===== config.mk =====
export PLATFORM = sky130hd
export DESIGN_NAME = udc_counter
export DESIGN_NICKNAME = d
export VERILOG_FILES = /design/src/verilog/udc_pkg.sv /design/src/verilog/udc_counter.sv
export VERILOG_INCLUDE_DIRS = /design/src /design/src/verilog
export SDC_FILE = /design/constraint.sdc
export NUM_CORES = 1
export LEC_CHECK = 0
export BUFFER_PORTS_ARGS = -buffer_cell sky130_fd_sc_hd__buf_2
export CAP_MARGIN = 20
export CORE_ASPECT_RATIO = 1.1
export CORE_UTILIZATION = 39
export CTS_CLUSTER_DIAMETER = 200
export DETAILED_ROUTE_END_ITERATION = 6
export PLACE_DENSITY = 0.77
export SKIP_LAST_GASP = 1
export SLEW_MARGIN = 25
export SYNTH_ARGS = -nofsm -noshare
export SYNTH_HDL_FRONTEND = slang
export SYNTH_SLANG_ARGS = --single-unit

===== constraint.sdc =====
create_clock -name aclk -period 2.65 [get_ports aclk]
set_clock_uncertainty 0.2 [all_clocks]
set_input_delay 0.265 -clock aclk [delete_from_list [all_inputs] [get_ports aclk]]
set_output_delay 0.265 -clock aclk [all_outputs]
set_load 0.1 [all_outputs]

===== src/verilog/udc_defines.svh =====
// Purpose: constants of the up/down counter block (offsets, fields, resets)
// Assumes: included by its bare name wherever the constants are needed
// Notes: byte offsets on a 12-bit AXI4-Lite address
`ifndef UDC_DEFINES_SVH
`define UDC_DEFINES_SVH

`define UDC_ADDR_W 12
`define UDC_CTRL_OFS 12'h000
`define UDC_STATUS_OFS 12'h004
`define UDC_WRAPS_OFS 12'h008

`define UDC_CTRL_LOAD_BIT 0
`define UDC_CTRL_PRESET_LSB 4
`define UDC_CTRL_PRESET_MSB 7
`define UDC_CTRL_RST 32'h0000_0000
`define UDC_PRESET_RST 4'h0

`define UDC_STAT_COUNT_LSB 0
`define UDC_STAT_COUNT_MSB 3
`define UDC_STAT_FLAG_BIT 4
`define UDC_STAT_RIPPLE_BIT 5
`define UDC_STAT_DIR_BIT 6

`define UDC_COUNT_RST 4'h0
`define UDC_COUNT_MAX 4'hf
`define UDC_COUNT_MIN 4'h0
`define UDC_WRAPS_RST 16'h0000

`define UDC_RESP_OKAY 2'h0
`define UDC_RESP_SLVERR 2'h2

`endif


===== src/verilog/udc_pkg.sv =====
// Purpose: types shared by the up/down counter block
// Assumes: constants live in udc_defines.svh
// Notes: pin groups travel as packed structs
package udc_pkg;

    // pins facing the surrounding logic
    typedef struct packed {
        logic async_load_n;
        logic count_en_n;
        logic dir_down;
        logic count_clk;
        logic [3:0] preset_data;
    } udc_pin_in_t;

    typedef struct packed {
        logic [3:0] count_value;
        logic terminal_flag;
        logic ripple_pulse_n;
    } udc_pin_out_t;

    typedef enum logic [0:0] {
        UDC_RD_IDLE = 1'b0,
        UDC_RD_DATA = 1'b1
    } udc_rd_state_t;

endpackage

===== src/verilog/udc_counter.sv =====
// Purpose: 4-bit up/down counter with preset, terminal flag and ripple pulse
// Assumes: all pins synchronous to aclk; count_clk is a sampled input
// Notes: AXI4-Lite slave for software preset and status readback
//
// Operation
// - hold a 4-bit count in flip-flops
// - load low copies preset data, overriding all
// - enable high holds count unchanged
// - enabled count changes only on clock rise
// - direction low counts up, high down
// - count wraps modulo sixteen both ways
// - flag high at 15 up, 0 down
// - flag holds until count or direction changes
// - flag ignores the count enable input
// - ripple low from clock fall while enabled at terminal
// - enable high forces ripple output high
// - ripple returns high right after clock rises
`timescale 1ns/1ps
`include "udc_defines.svh"

module udc_counter
(
    // clock and reset
    input wire logic aclk,
    input wire logic aresetn,
    // counter pins
    input wire udc_pkg::udc_pin_in_t pins_in,
    output udc_pkg::udc_pin_out_t pins_out,
    // axi4-lite write address and data
    input wire logic [`UDC_ADDR_W-1:0] s_axi_awaddr,
    input wire logic [2:0] s_axi_awprot,
    input wire logic s_axi_awvalid,
    output logic s_axi_awready,
    input wire logic [31:0] s_axi_wdata,
    input wire logic [3:0] s_axi_wstrb,
    input wire logic s_axi_wvalid,
    output logic s_axi_wready,
    // axi4-lite write response
    output logic [1:0] s_axi_bresp,
    output logic s_axi_bvalid,
    input wire logic s_axi_bready,
    // axi4-lite read
    input wire logic [`UDC_ADDR_W-1:0] s_axi_araddr,
    input wire logic [2:0] s_axi_arprot,
    input wire logic s_axi_arvalid,
    output logic s_axi_arready,
    output logic [31:0] s_axi_rdata,
    output logic [1:0] s_axi_rresp,
    output logic s_axi_rvalid,
    input wire logic s_axi_rready
);
    import udc_pkg::*;

    logic [3:0] count_q;
    logic [3:0] count_d;
    logic terminal_flag_q;
    logic ripple_n_q;
    logic clk_prev_q;
    logic clk_rise;
    logic clk_fall;
    logic step;
    logic [15:0] wraps_q;
    logic sw_load_q;
    logic [3:0] sw_preset_q;

    function automatic logic flag_decode(input logic [3:0] cnt, input logic down);
        // independent of count enable by construction
        flag_decode = down ? (cnt == `UDC_COUNT_MIN) : (cnt == `UDC_COUNT_MAX);
    endfunction

    // edges of the sampled counter clock
    assign clk_rise = pins_in.count_clk & ~clk_prev_q;
    assign clk_fall = ~pins_in.count_clk & clk_prev_q;
    assign step = pins_in.async_load_n & ~sw_load_q & ~pins_in.count_en_n & clk_rise;

    always_ff @(posedge aclk)
    begin
        if (!aresetn)
            clk_prev_q <= 1'b0;
        else
            clk_prev_q <= pins_in.count_clk;
    end

    // load pin beats software load beats counting
    always_comb
    begin
        count_d = count_q;
        if (!pins_in.async_load_n)
            count_d = pins_in.preset_data;
        else if (sw_load_q)
            count_d = sw_preset_q;
        else if (step)
        begin
            if (pins_in.dir_down)
                count_d = count_q - 4'h1;
            else
                count_d = count_q + 4'h1;
        end
    end

    always_ff @(posedge aclk)
    begin
        if (!aresetn)
            count_q <= `UDC_COUNT_RST;
        else
            count_q <= count_d;
    end

    // registered so the pin is glitch free; direction shows one cycle late
    always_ff @(posedge aclk)
    begin
        if (!aresetn)
            terminal_flag_q <= 1'b0;
        else
            terminal_flag_q <= flag_decode(count_d, pins_in.dir_down);
    end

    // ripple pulse spans the low phase of the counter clock
    always_ff @(posedge aclk)
    begin
        if (!aresetn)
            ripple_n_q <= 1'b1;
        else if (pins_in.count_en_n || !terminal_flag_q || clk_rise)
            ripple_n_q <= 1'b1;
        else if (clk_fall)
            ripple_n_q <= 1'b0;
    end

    // wraps seen by counting, free running
    always_ff @(posedge aclk)
    begin
        if (!aresetn)
            wraps_q <= `UDC_WRAPS_RST;
        else if (step && flag_decode(count_q, pins_in.dir_down))
            wraps_q <= wraps_q + 16'h0001;
    end

    assign pins_out = '{count_value: count_q, terminal_flag: terminal_flag_q,
                        ripple_pulse_n: ripple_n_q};

    // axi4-lite write side
    logic aw_got_q;
    logic w_got_q;
    logic aw_hs;
    logic w_hs;
    logic do_write;
    logic aw_got_d;
    logic w_got_d;
    logic bvalid_d;
    logic [`UDC_ADDR_W-1:0] awaddr_q;
    logic [`UDC_ADDR_W-1:0] wr_addr;
    logic [31:0] wdata_q;
    logic [31:0] wr_data;
    logic [3:0] wstrb_q;
    logic [3:0] wr_strb;

    assign aw_hs = s_axi_awvalid & s_axi_awready;
    assign w_hs = s_axi_wvalid & s_axi_wready;
    assign do_write = (aw_got_q | aw_hs) & (w_got_q | w_hs) & ~s_axi_bvalid;
    assign aw_got_d = (aw_got_q | aw_hs) & ~do_write;
    assign w_got_d = (w_got_q | w_hs) & ~do_write;
    assign bvalid_d = do_write | (s_axi_bvalid & ~s_axi_bready);
    assign wr_addr = aw_got_q ? awaddr_q : s_axi_awaddr;
    assign wr_data = w_got_q ? wdata_q : s_axi_wdata;
    assign wr_strb = w_got_q ? wstrb_q : s_axi_wstrb;

    always_ff @(posedge aclk)
    begin
        if (!aresetn)
        begin
            aw_got_q <= 1'b0;
            w_got_q <= 1'b0;
            s_axi_awready <= 1'b0;
            s_axi_wready <= 1'b0;
            s_axi_bvalid <= 1'b0;
        end
        else
        begin
            aw_got_q <= aw_got_d;
            w_got_q <= w_got_d;
            s_axi_awready <= ~aw_got_d & ~bvalid_d;
            s_axi_wready <= ~w_got_d & ~bvalid_d;
            s_axi_bvalid <= bvalid_d;
        end
    end

    always_ff @(posedge aclk)
    begin
        if (!aresetn)
        begin
            awaddr_q <= '0;
            wdata_q <= '0;
            wstrb_q <= 4'h0;
        end
        else
        begin
            if (aw_hs)
                awaddr_q <= s_axi_awaddr;
            if (w_hs)
            begin
                wdata_q <= s_axi_wdata;
                wstrb_q <= s_axi_wstrb;
            end
        end
    end

    // register writes; load bit is a strobe, preset field is stored
    always_ff @(posedge aclk)
    begin
        if (!aresetn)
        begin
            s_axi_bresp <= `UDC_RESP_OKAY;
            sw_load_q <= 1'b0;
            sw_preset_q <= `UDC_PRESET_RST;
        end
        else
        begin
            sw_load_q <= 1'b0;
            if (do_write)
            begin
                s_axi_bresp <= `UDC_RESP_OKAY;
                if (wr_addr[`UDC_ADDR_W-1:2] == `UDC_CTRL_OFS >> 2)
                begin
                    if (wr_strb[0])
                    begin
                        sw_preset_q <= wr_data[`UDC_CTRL_PRESET_MSB:`UDC_CTRL_PRESET_LSB];
                        sw_load_q <= wr_data[`UDC_CTRL_LOAD_BIT];
                    end
                end
                else if (wr_addr[`UDC_ADDR_W-1:2] != `UDC_STATUS_OFS >> 2 &&
                         wr_addr[`UDC_ADDR_W-1:2] != `UDC_WRAPS_OFS >> 2)
                    s_axi_bresp <= `UDC_RESP_SLVERR;
            end
        end
    end

    // axi4-lite read side
    udc_rd_state_t rd_state_q;
    logic [31:0] rd_mux;
    logic rd_hit;

    always_comb
    begin
        rd_mux = 32'h0000_0000;
        rd_hit = 1'b1;
        case (s_axi_araddr[`UDC_ADDR_W-1:2])
            `UDC_CTRL_OFS >> 2:
                rd_mux[`UDC_CTRL_PRESET_MSB:`UDC_CTRL_PRESET_LSB] = sw_preset_q;
            `UDC_STATUS_OFS >> 2:
            begin
                rd_mux[`UDC_STAT_COUNT_MSB:`UDC_STAT_COUNT_LSB] = count_q;
                rd_mux[`UDC_STAT_FLAG_BIT] = terminal_flag_q;
                rd_mux[`UDC_STAT_RIPPLE_BIT] = ripple_n_q;
                rd_mux[`UDC_STAT_DIR_BIT] = pins_in.dir_down;
            end
            `UDC_WRAPS_OFS >> 2:
                rd_mux[15:0] = wraps_q;
            default:
                rd_hit = 1'b0;
        endcase
    end

    always_ff @(posedge aclk)
    begin
        if (!aresetn)
        begin
            rd_state_q <= UDC_RD_IDLE;
            s_axi_arready <= 1'b0;
            s_axi_rvalid <= 1'b0;
            s_axi_rdata <= 32'h0000_0000;
            s_axi_rresp <= `UDC_RESP_OKAY;
        end
        else
        begin
            case (rd_state_q)
                UDC_RD_IDLE:
                begin
                    s_axi_arready <= 1'b1;
                    if (s_axi_arvalid && s_axi_arready)
                    begin
                        s_axi_arready <= 1'b0;
                        s_axi_rvalid <= 1'b1;
                        s_axi_rdata <= rd_mux;
                        s_axi_rresp <= rd_hit ? `UDC_RESP_OKAY : `UDC_RESP_SLVERR;
                        rd_state_q <= UDC_RD_DATA;
                    end
                end
                UDC_RD_DATA:
                begin
                    if (s_axi_rready)
                    begin
                        s_axi_rvalid <= 1'b0;
                        s_axi_arready <= 1'b1;
                        rd_state_q <= UDC_RD_IDLE;
                    end
                end
                default:
                    rd_state_q <= UDC_RD_IDLE;
            endcase
        end
    end
endmodule


======== After elaboration in Yosys (flattened, before gate mapping) ========
Index checks and enable logic that the tools add are counted.
cells by class
  add/subtract/negate cells ............... 3
  equality and inequality tests ........... 8
  multiplexer cells ....................... 26
  bitwise logic cells ..................... 29
  reductions and logical operators ........ 16
operator list
  cell                                                     count
  logical NOT 10 bit                                       2
  adder 16 x 1 -> 16 bit (second input constant)           1
  2-to-1 mux 4 bit                                         4
  2-to-1 mux 8 bit                                         2
  AND 1 bit                                                14
  2-to-1 mux 12 bit                                        1
  inverter 1 bit                                           12
  == test 10 x 1 -> 1 bit (second input constant)          1
  == test 10 x 2 -> 1 bit (second input constant)          1
  2-to-1 mux 1 bit                                         10
  inequality test 10 x 1 -> 1 bit (second input constant)  1
  inequality test 10 x 2 -> 1 bit (second input constant)  1
  case mux 3 bit (3 select lines)                          1
  == test 4 bit (second input constant)                    2
  logical NOT 4 bit                                        2
  case mux 1 bit (2 select lines)                          4
  case mux 4 bit (2 select lines)                          1
  2-to-1 mux 2 bit                                         3
  adder 4 x 1 -> 4 bit (second input constant)             1
  inequality test 2 bit (second input constant)            2
  AND reduction 2 bit                                      2
  AND reduction 4 bit                                      1
  subtractor 4 x 1 -> 4 bit (second input constant)        1
  logical AND 1 bit                                        3
  6 further kinds                                          9
word-level totals
  register bits ........................... 77
  output and inout port bits .............. 47
  word-level logic and storage cells ...... 103

======== Depth between registers and ports, before layout ========
  depth in word-level cells ............... 9
  gate-level depth with buffers ........... 7
  mapped depth without buffers ............ 6

======== Least setup slack after synthesis ========
No wires, ideal clock.
  path kind ............................... register -> register
  start ................................... reg count_q[2]
  end ..................................... reg wraps_q[8]
  library setup time ...................... 0.074 ns
  arrival ................................. 2.583 ns
  setup slack ............................. -0.207 ns
  stages on the path, launching flop included .. 7
  path buffers ............................ 1
  clock period less this slack ............ 2.857 ns
  path through ............................ dfxtp_1 > and4b_1 > mux2i_1 > or4_1 > buf_2 > or4b_1 > o21ai_0
on the way
  word-level cells in the longest chain between the ends .. 3
  elaborated cells on any way between the ends .. 4
ends and longest elaborated chain
  item                                                                        RTL line            text
  start: declaration                                                          udc_counter.sv:54   logic [3:0] count_q;
  start signal: assignment                                                    udc_counter.sv:104  count_q <= `UDC_COUNT_RST;
  start signal: assignment                                                    udc_counter.sv:106  count_q <= count_d;
  == test 4 bit (no source line) / logical NOT 4 bit (equally long branches)  n/a
  2-to-1 mux 1 bit (*)                                                        udc_counter.sv:68   flag_decode = down ? (cnt == `UDC_COUNT_MIN) : (cnt == `UDC_COUNT_MAX);
  logical AND 1 bit (*)                                                       udc_counter.sv:134  else if (step && flag_decode(count_q, pins_in.dir_down))
  end signal: assignment                                                      udc_counter.sv:133  wraps_q <= `UDC_WRAPS_RST;
  end signal: assignment                                                      udc_counter.sv:135  wraps_q <= wraps_q + 16'h0001;
  end: declaration                                                            udc_counter.sv:62   logic [15:0] wraps_q;
Every way passes the cells marked *; elsewhere a longest branch is shown, timed or not.
A chain may end at the register's enable or synchronous reset.

======== Final worst setup path ========
  start ................................... in pins_in[6] in the netlist's numbering
  end ..................................... reg wraps_q[8]
on the way
  word-level cells in the longest chain between the ends .. 4
ends and longest elaborated chain
  item                     RTL line            text
  start: declaration       udc_counter.sv:27   input wire udc_pkg::udc_pin_in_t pins_in,
  inverter 1 bit           udc_counter.sv:74   assign step = pins_in.async_load_n & ~sw_load_q & ~pins_in.count_en_n & clk_rise;
  AND 1 bit (2 in series)  udc_counter.sv:74
  logical AND 1 bit        udc_counter.sv:134
No other way between the ends.

==> impl_metrics.env <==
export IMPL_status="complete, no violations"
export IMPL_hold_viol=0
export IMPL_drv_slew=0
export IMPL_synth_adder_area_share_pct=2.03
export IMPL_yosysTopAreaCell="dfxtp_1"
export IMPL_endpoint_kind="register"
export IMPL_area_growth_pct=23.1
export IMPL_yosys_top_cells_area="dfxtp_1, nand2_1, a21oi_1"
export IMPL_ff2ff_path_depth=6
export IMPL_worst_r2r_endpoint="terminal_flag_q$_SDFF_PN0_"
export IMPL_cts_tree="built"
export IMPL_postSynthCellCount=400
export IMPL_yosysSeqAreaShare_pct=42.2
export IMPL_htreeDepth=3
export IMPL_grt_overflow=0
export IMPL_clk_pin_slew_ns=0.07
export IMPL_num_vias=3067
export IMPL_drc=0
export IMPL_synthSimpleGateAreaFrac_pct=25.6
export IMPL_hpwlAfterDp_um=5320
export IMPL_ys_warnings_count=0
export IMPL_ir_worst_vdd_mv=0.364
export IMPL_setup_tns_ns=0
export IMPL_clockBufferDepth=2
export IMPL_netlist_area_um2=3320
export IMPL_synth_mux_area_share_pct=4.93
export IMPL_critPathArrivalTime_ns=2.56
export IMPL_die_h_um=98.8
export IMPL_leakage_nw=1.64
export IMPL_ys_ff_latch=70
export IMPL_die_w_um=90.0
export IMPL_nNetsFinal=567
export IMPL_power_frac_comb_pct=18.6
export IMPL_min_path_type="in -> reg"
export IMPL_wire_per_inst_um=12.4
export IMPL_core_area_um2=8080
export IMPL_internal_power_mw=1.64
export IMPL_reg2reg_slack_ns=0.37
export IMPL_ant_nets=0
export IMPL_clockPowerShare_pct=35.3
export IMPL_synth_most_common_cell="dfxtp_1"
export IMPL_die_area_um2=8890
export IMPL_yosys_top_cells_count="dfxtp_1, nand2_1, nor2_1, a21oi_1, buf_4"
export IMPL_setup_viol=0
export IMPL_fmax_mhz=402
export IMPL_first_pass_iters=7
export IMPL_fin_crit_ns=2.49
export IMPL_port_buffers=69
export IMPL_ys_async_sr_fraction_pct=0
export IMPL_cts_buffers=9
export IMPL_clock_latency_ns=0.34
export IMPL_layout_drive_gt1_share_pct=22.0
export IMPL_whs_ns=0.0351
export IMPL_start_util_pct=41.1
export IMPL_critPathMaxFanout=10
export IMPL_synth_top_family_by_area="simple AND/OR/NAND/NOR gates"
export IMPL_grt_max_degree=25
export IMPL_swShare_pct=32.2
export IMPL_hold_depth=3
export IMPL_wl_um=7350
export IMPL_grt_pass1_vias=2926
export IMPL_finalCritPeriodShare_pct=93.9
export IMPL_pwr_share_seq_pct=46.1
export IMPL_switching_power_mw=0.781
export IMPL_synth_compound_area_share_pct=14.7
export IMPL_ios=128
export IMPL_p_per_area_nw_per_um2=592
export IMPL_num_antenna_cells=0
export IMPL_rows=34
export IMPL_worstHoldStart="pins_in[3]"
export IMPL_grt_setup_unrepaired="false"
export IMPL_critPathLaunchType="primary input"
export IMPL_grt_pass1_wl_um=12600
export IMPL_grtUsageTotal_pct=17.2
export IMPL_post_cts_buffers=0
export IMPL_antenna_found_initial=0
export IMPL_path_class="in -> reg"
export IMPL_gp_congestion=0.882
export IMPL_avgSynthCellArea_um2=8.31
export IMPL_synth_edf_count=0
export IMPL_via_per_inst=5.15
export IMPL_synth_xor_area_share_pct=1.58
export IMPL_min_to="count_q[3]$_SDFF_PN0_"
export IMPL_r2r_start="count_q[0]$_SDFF_PN0_"
export IMPL_ys_types=50
export IMPL_clock_root_buffer="clkbuf_8"
export IMPL_required_ns=2.72
export IMPL_synthFlopType="dfxtp_1"
export IMPL_netlist_area_leader_share_pct=42.2
export IMPL_initialDrtViolationCount=120
export IMPL_cap_violations=0
export IMPL_clock_sinks=70
cell usage in the layout (no fill, tap or decap), types with 4 or more instances in the layout:
cell type,count
a211oi_1,4
a21oi_1,30
a22oi_1,16
and2_1,6
and3_1,5
buf_2,69
buf_4,8
clkbuf_8,9
clkinv_4,4
conb_1,18
dfxtp_1,64
dfxtp_2,6
dlygate4sd3_1,19
inv_1,14
mux2i_1,13
nand2_1,59
nand2b_1,4
nand3_1,11
nor2_1,36
nor3_1,14
nor4_1,8
o21ai_0,11
xnor2_1,5
critical path: stages:
cell,delay (ns)
dlygate4sd3_1,0.54
buf_2,0.15
nor3b_4,0.33
nand3_4,0.12
or4_4,0.60
or4b_1,0.48
o21ai_0,0.08
sequential cells by signal, indices dropped and copies added (netlist names):
| name | flops |
|---|---|
| aw_got_q | 1 |
| awaddr_q | 10 |
| clk_prev_q | 1 |
| count_q | 4 |
| rd_state_q | 1 |
| ripple_n_q | 1 |
| s_axi_arready | 1 |
| s_axi_awready | 1 |
| s_axi_bresp | 1 |
| s_axi_bvalid | 1 |
| s_axi_rdata | 16 |
| s_axi_rresp | 1 |
| s_axi_rvalid | 1 |
| s_axi_wready | 1 |
| sw_load_q | 1 |
| sw_preset_q | 4 |
| terminal_flag_q | 1 |
| w_got_q | 1 |
| wdata_q | 5 |
| wraps_q | 16 |
| wstrb_q | 1 |
worst max path at each step:
| stage | startpoint | endpoint | slack [ns] |
|---|---|---|---|
| final | pins_in[6] | wraps_q[8]$_SDFFE_PN0P_ | 0.16 |
| after detailed placement | pins_in[6] | wraps_q[15]$_SDFFE_PN0P_ | 0.21 |
| after CTS | pins_in[6] | wraps_q[15]$_SDFFE_PN0P_ | 0.03 |
| after floorplan | s_axi_arready$_SDFFE_PN0P_ | s_axi_rdata[10]$_SDFFE_PN0P_ | 0.14 |
| after global placement | pins_in[6] | wraps_q[15]$_SDFFE_PN0P_ | 0.25 |
| after global routing | pins_in[6] | wraps_q[15]$_SDFFE_PN0P_ | 0.06 |
layer usage:
layer / vias up / global-route usage (%) / wire (µm)
met1: 1440 / 19.9 / 3240
li1: 1521 / - / -
met5: - / 0 / 0
met4: 0 / 7.44 / 100
met2: 97 / 30.9 / 3660
met3: 9 / 3.32 / 347
stage by stage:
| step | total power [mW] | cells | instance area (µm²) | worst slack [ns] | util [%] |
|---|---|---|---|---|---|
| global route | 2.53 | 595 | 4090 | 0.0567 | 50.6 |
| CTS | 2.44 | 595 | 4080 | 0.0348 | 50.5 |
| floorplan | 1.50 | 417 | 3390 | 0.142 | - |
| detailed placement | 1.57 | 560 | 3690 | 0.215 | 45.7 |
| global placement | 1.56 | 560 | 3690 | 0.246 | 45.7 |
| finish | 2.42 | 595 | 4090 | 0.162 | 50.6 |
power groups by stage:
stage                     clock (mW)  combinational [mW]  sequential, mW
after floorplan                    0               0.278            1.23
after global placement             0               0.421            1.14
after detailed placement           0               0.428            1.14
after CTS                      0.877               0.450            1.12
after global routing           0.932               0.481            1.12
final                          0.854               0.451            1.12
repair_timing:
item | CTS | global route
endpoints found under the hold margin | 19 | 0
hold buffers | 19 | 0
endpoints found under the setup margin | 0 | 4
resized for setup | 0 | 2
cell families after synthesis:
| kind of cell | Yosys count |
|---|---|
| AOI/OAI and AO/OA | 77 |
| muxes | 16 |
| xor gates and xnor gates | 6 |
| DFF | 70 |
| adders and majority gates | 5 |
| and+or+nand+nor | 169 |
| buffers and inverters | 56 |
| other | 1 |
layout make-up:
class / instances / area, µm²
repair buffers: 96 / 596
fillers: 768 / 3990
clock inverters: 6 / 72.6
flip-flops and latches: 70 / 1410
inverters: 14 / 52.6
well taps: 108 / 135
multi-input cells: 291 / 1700
clock buffers: 10 / 128
Power figures use the tool's default switching activity.
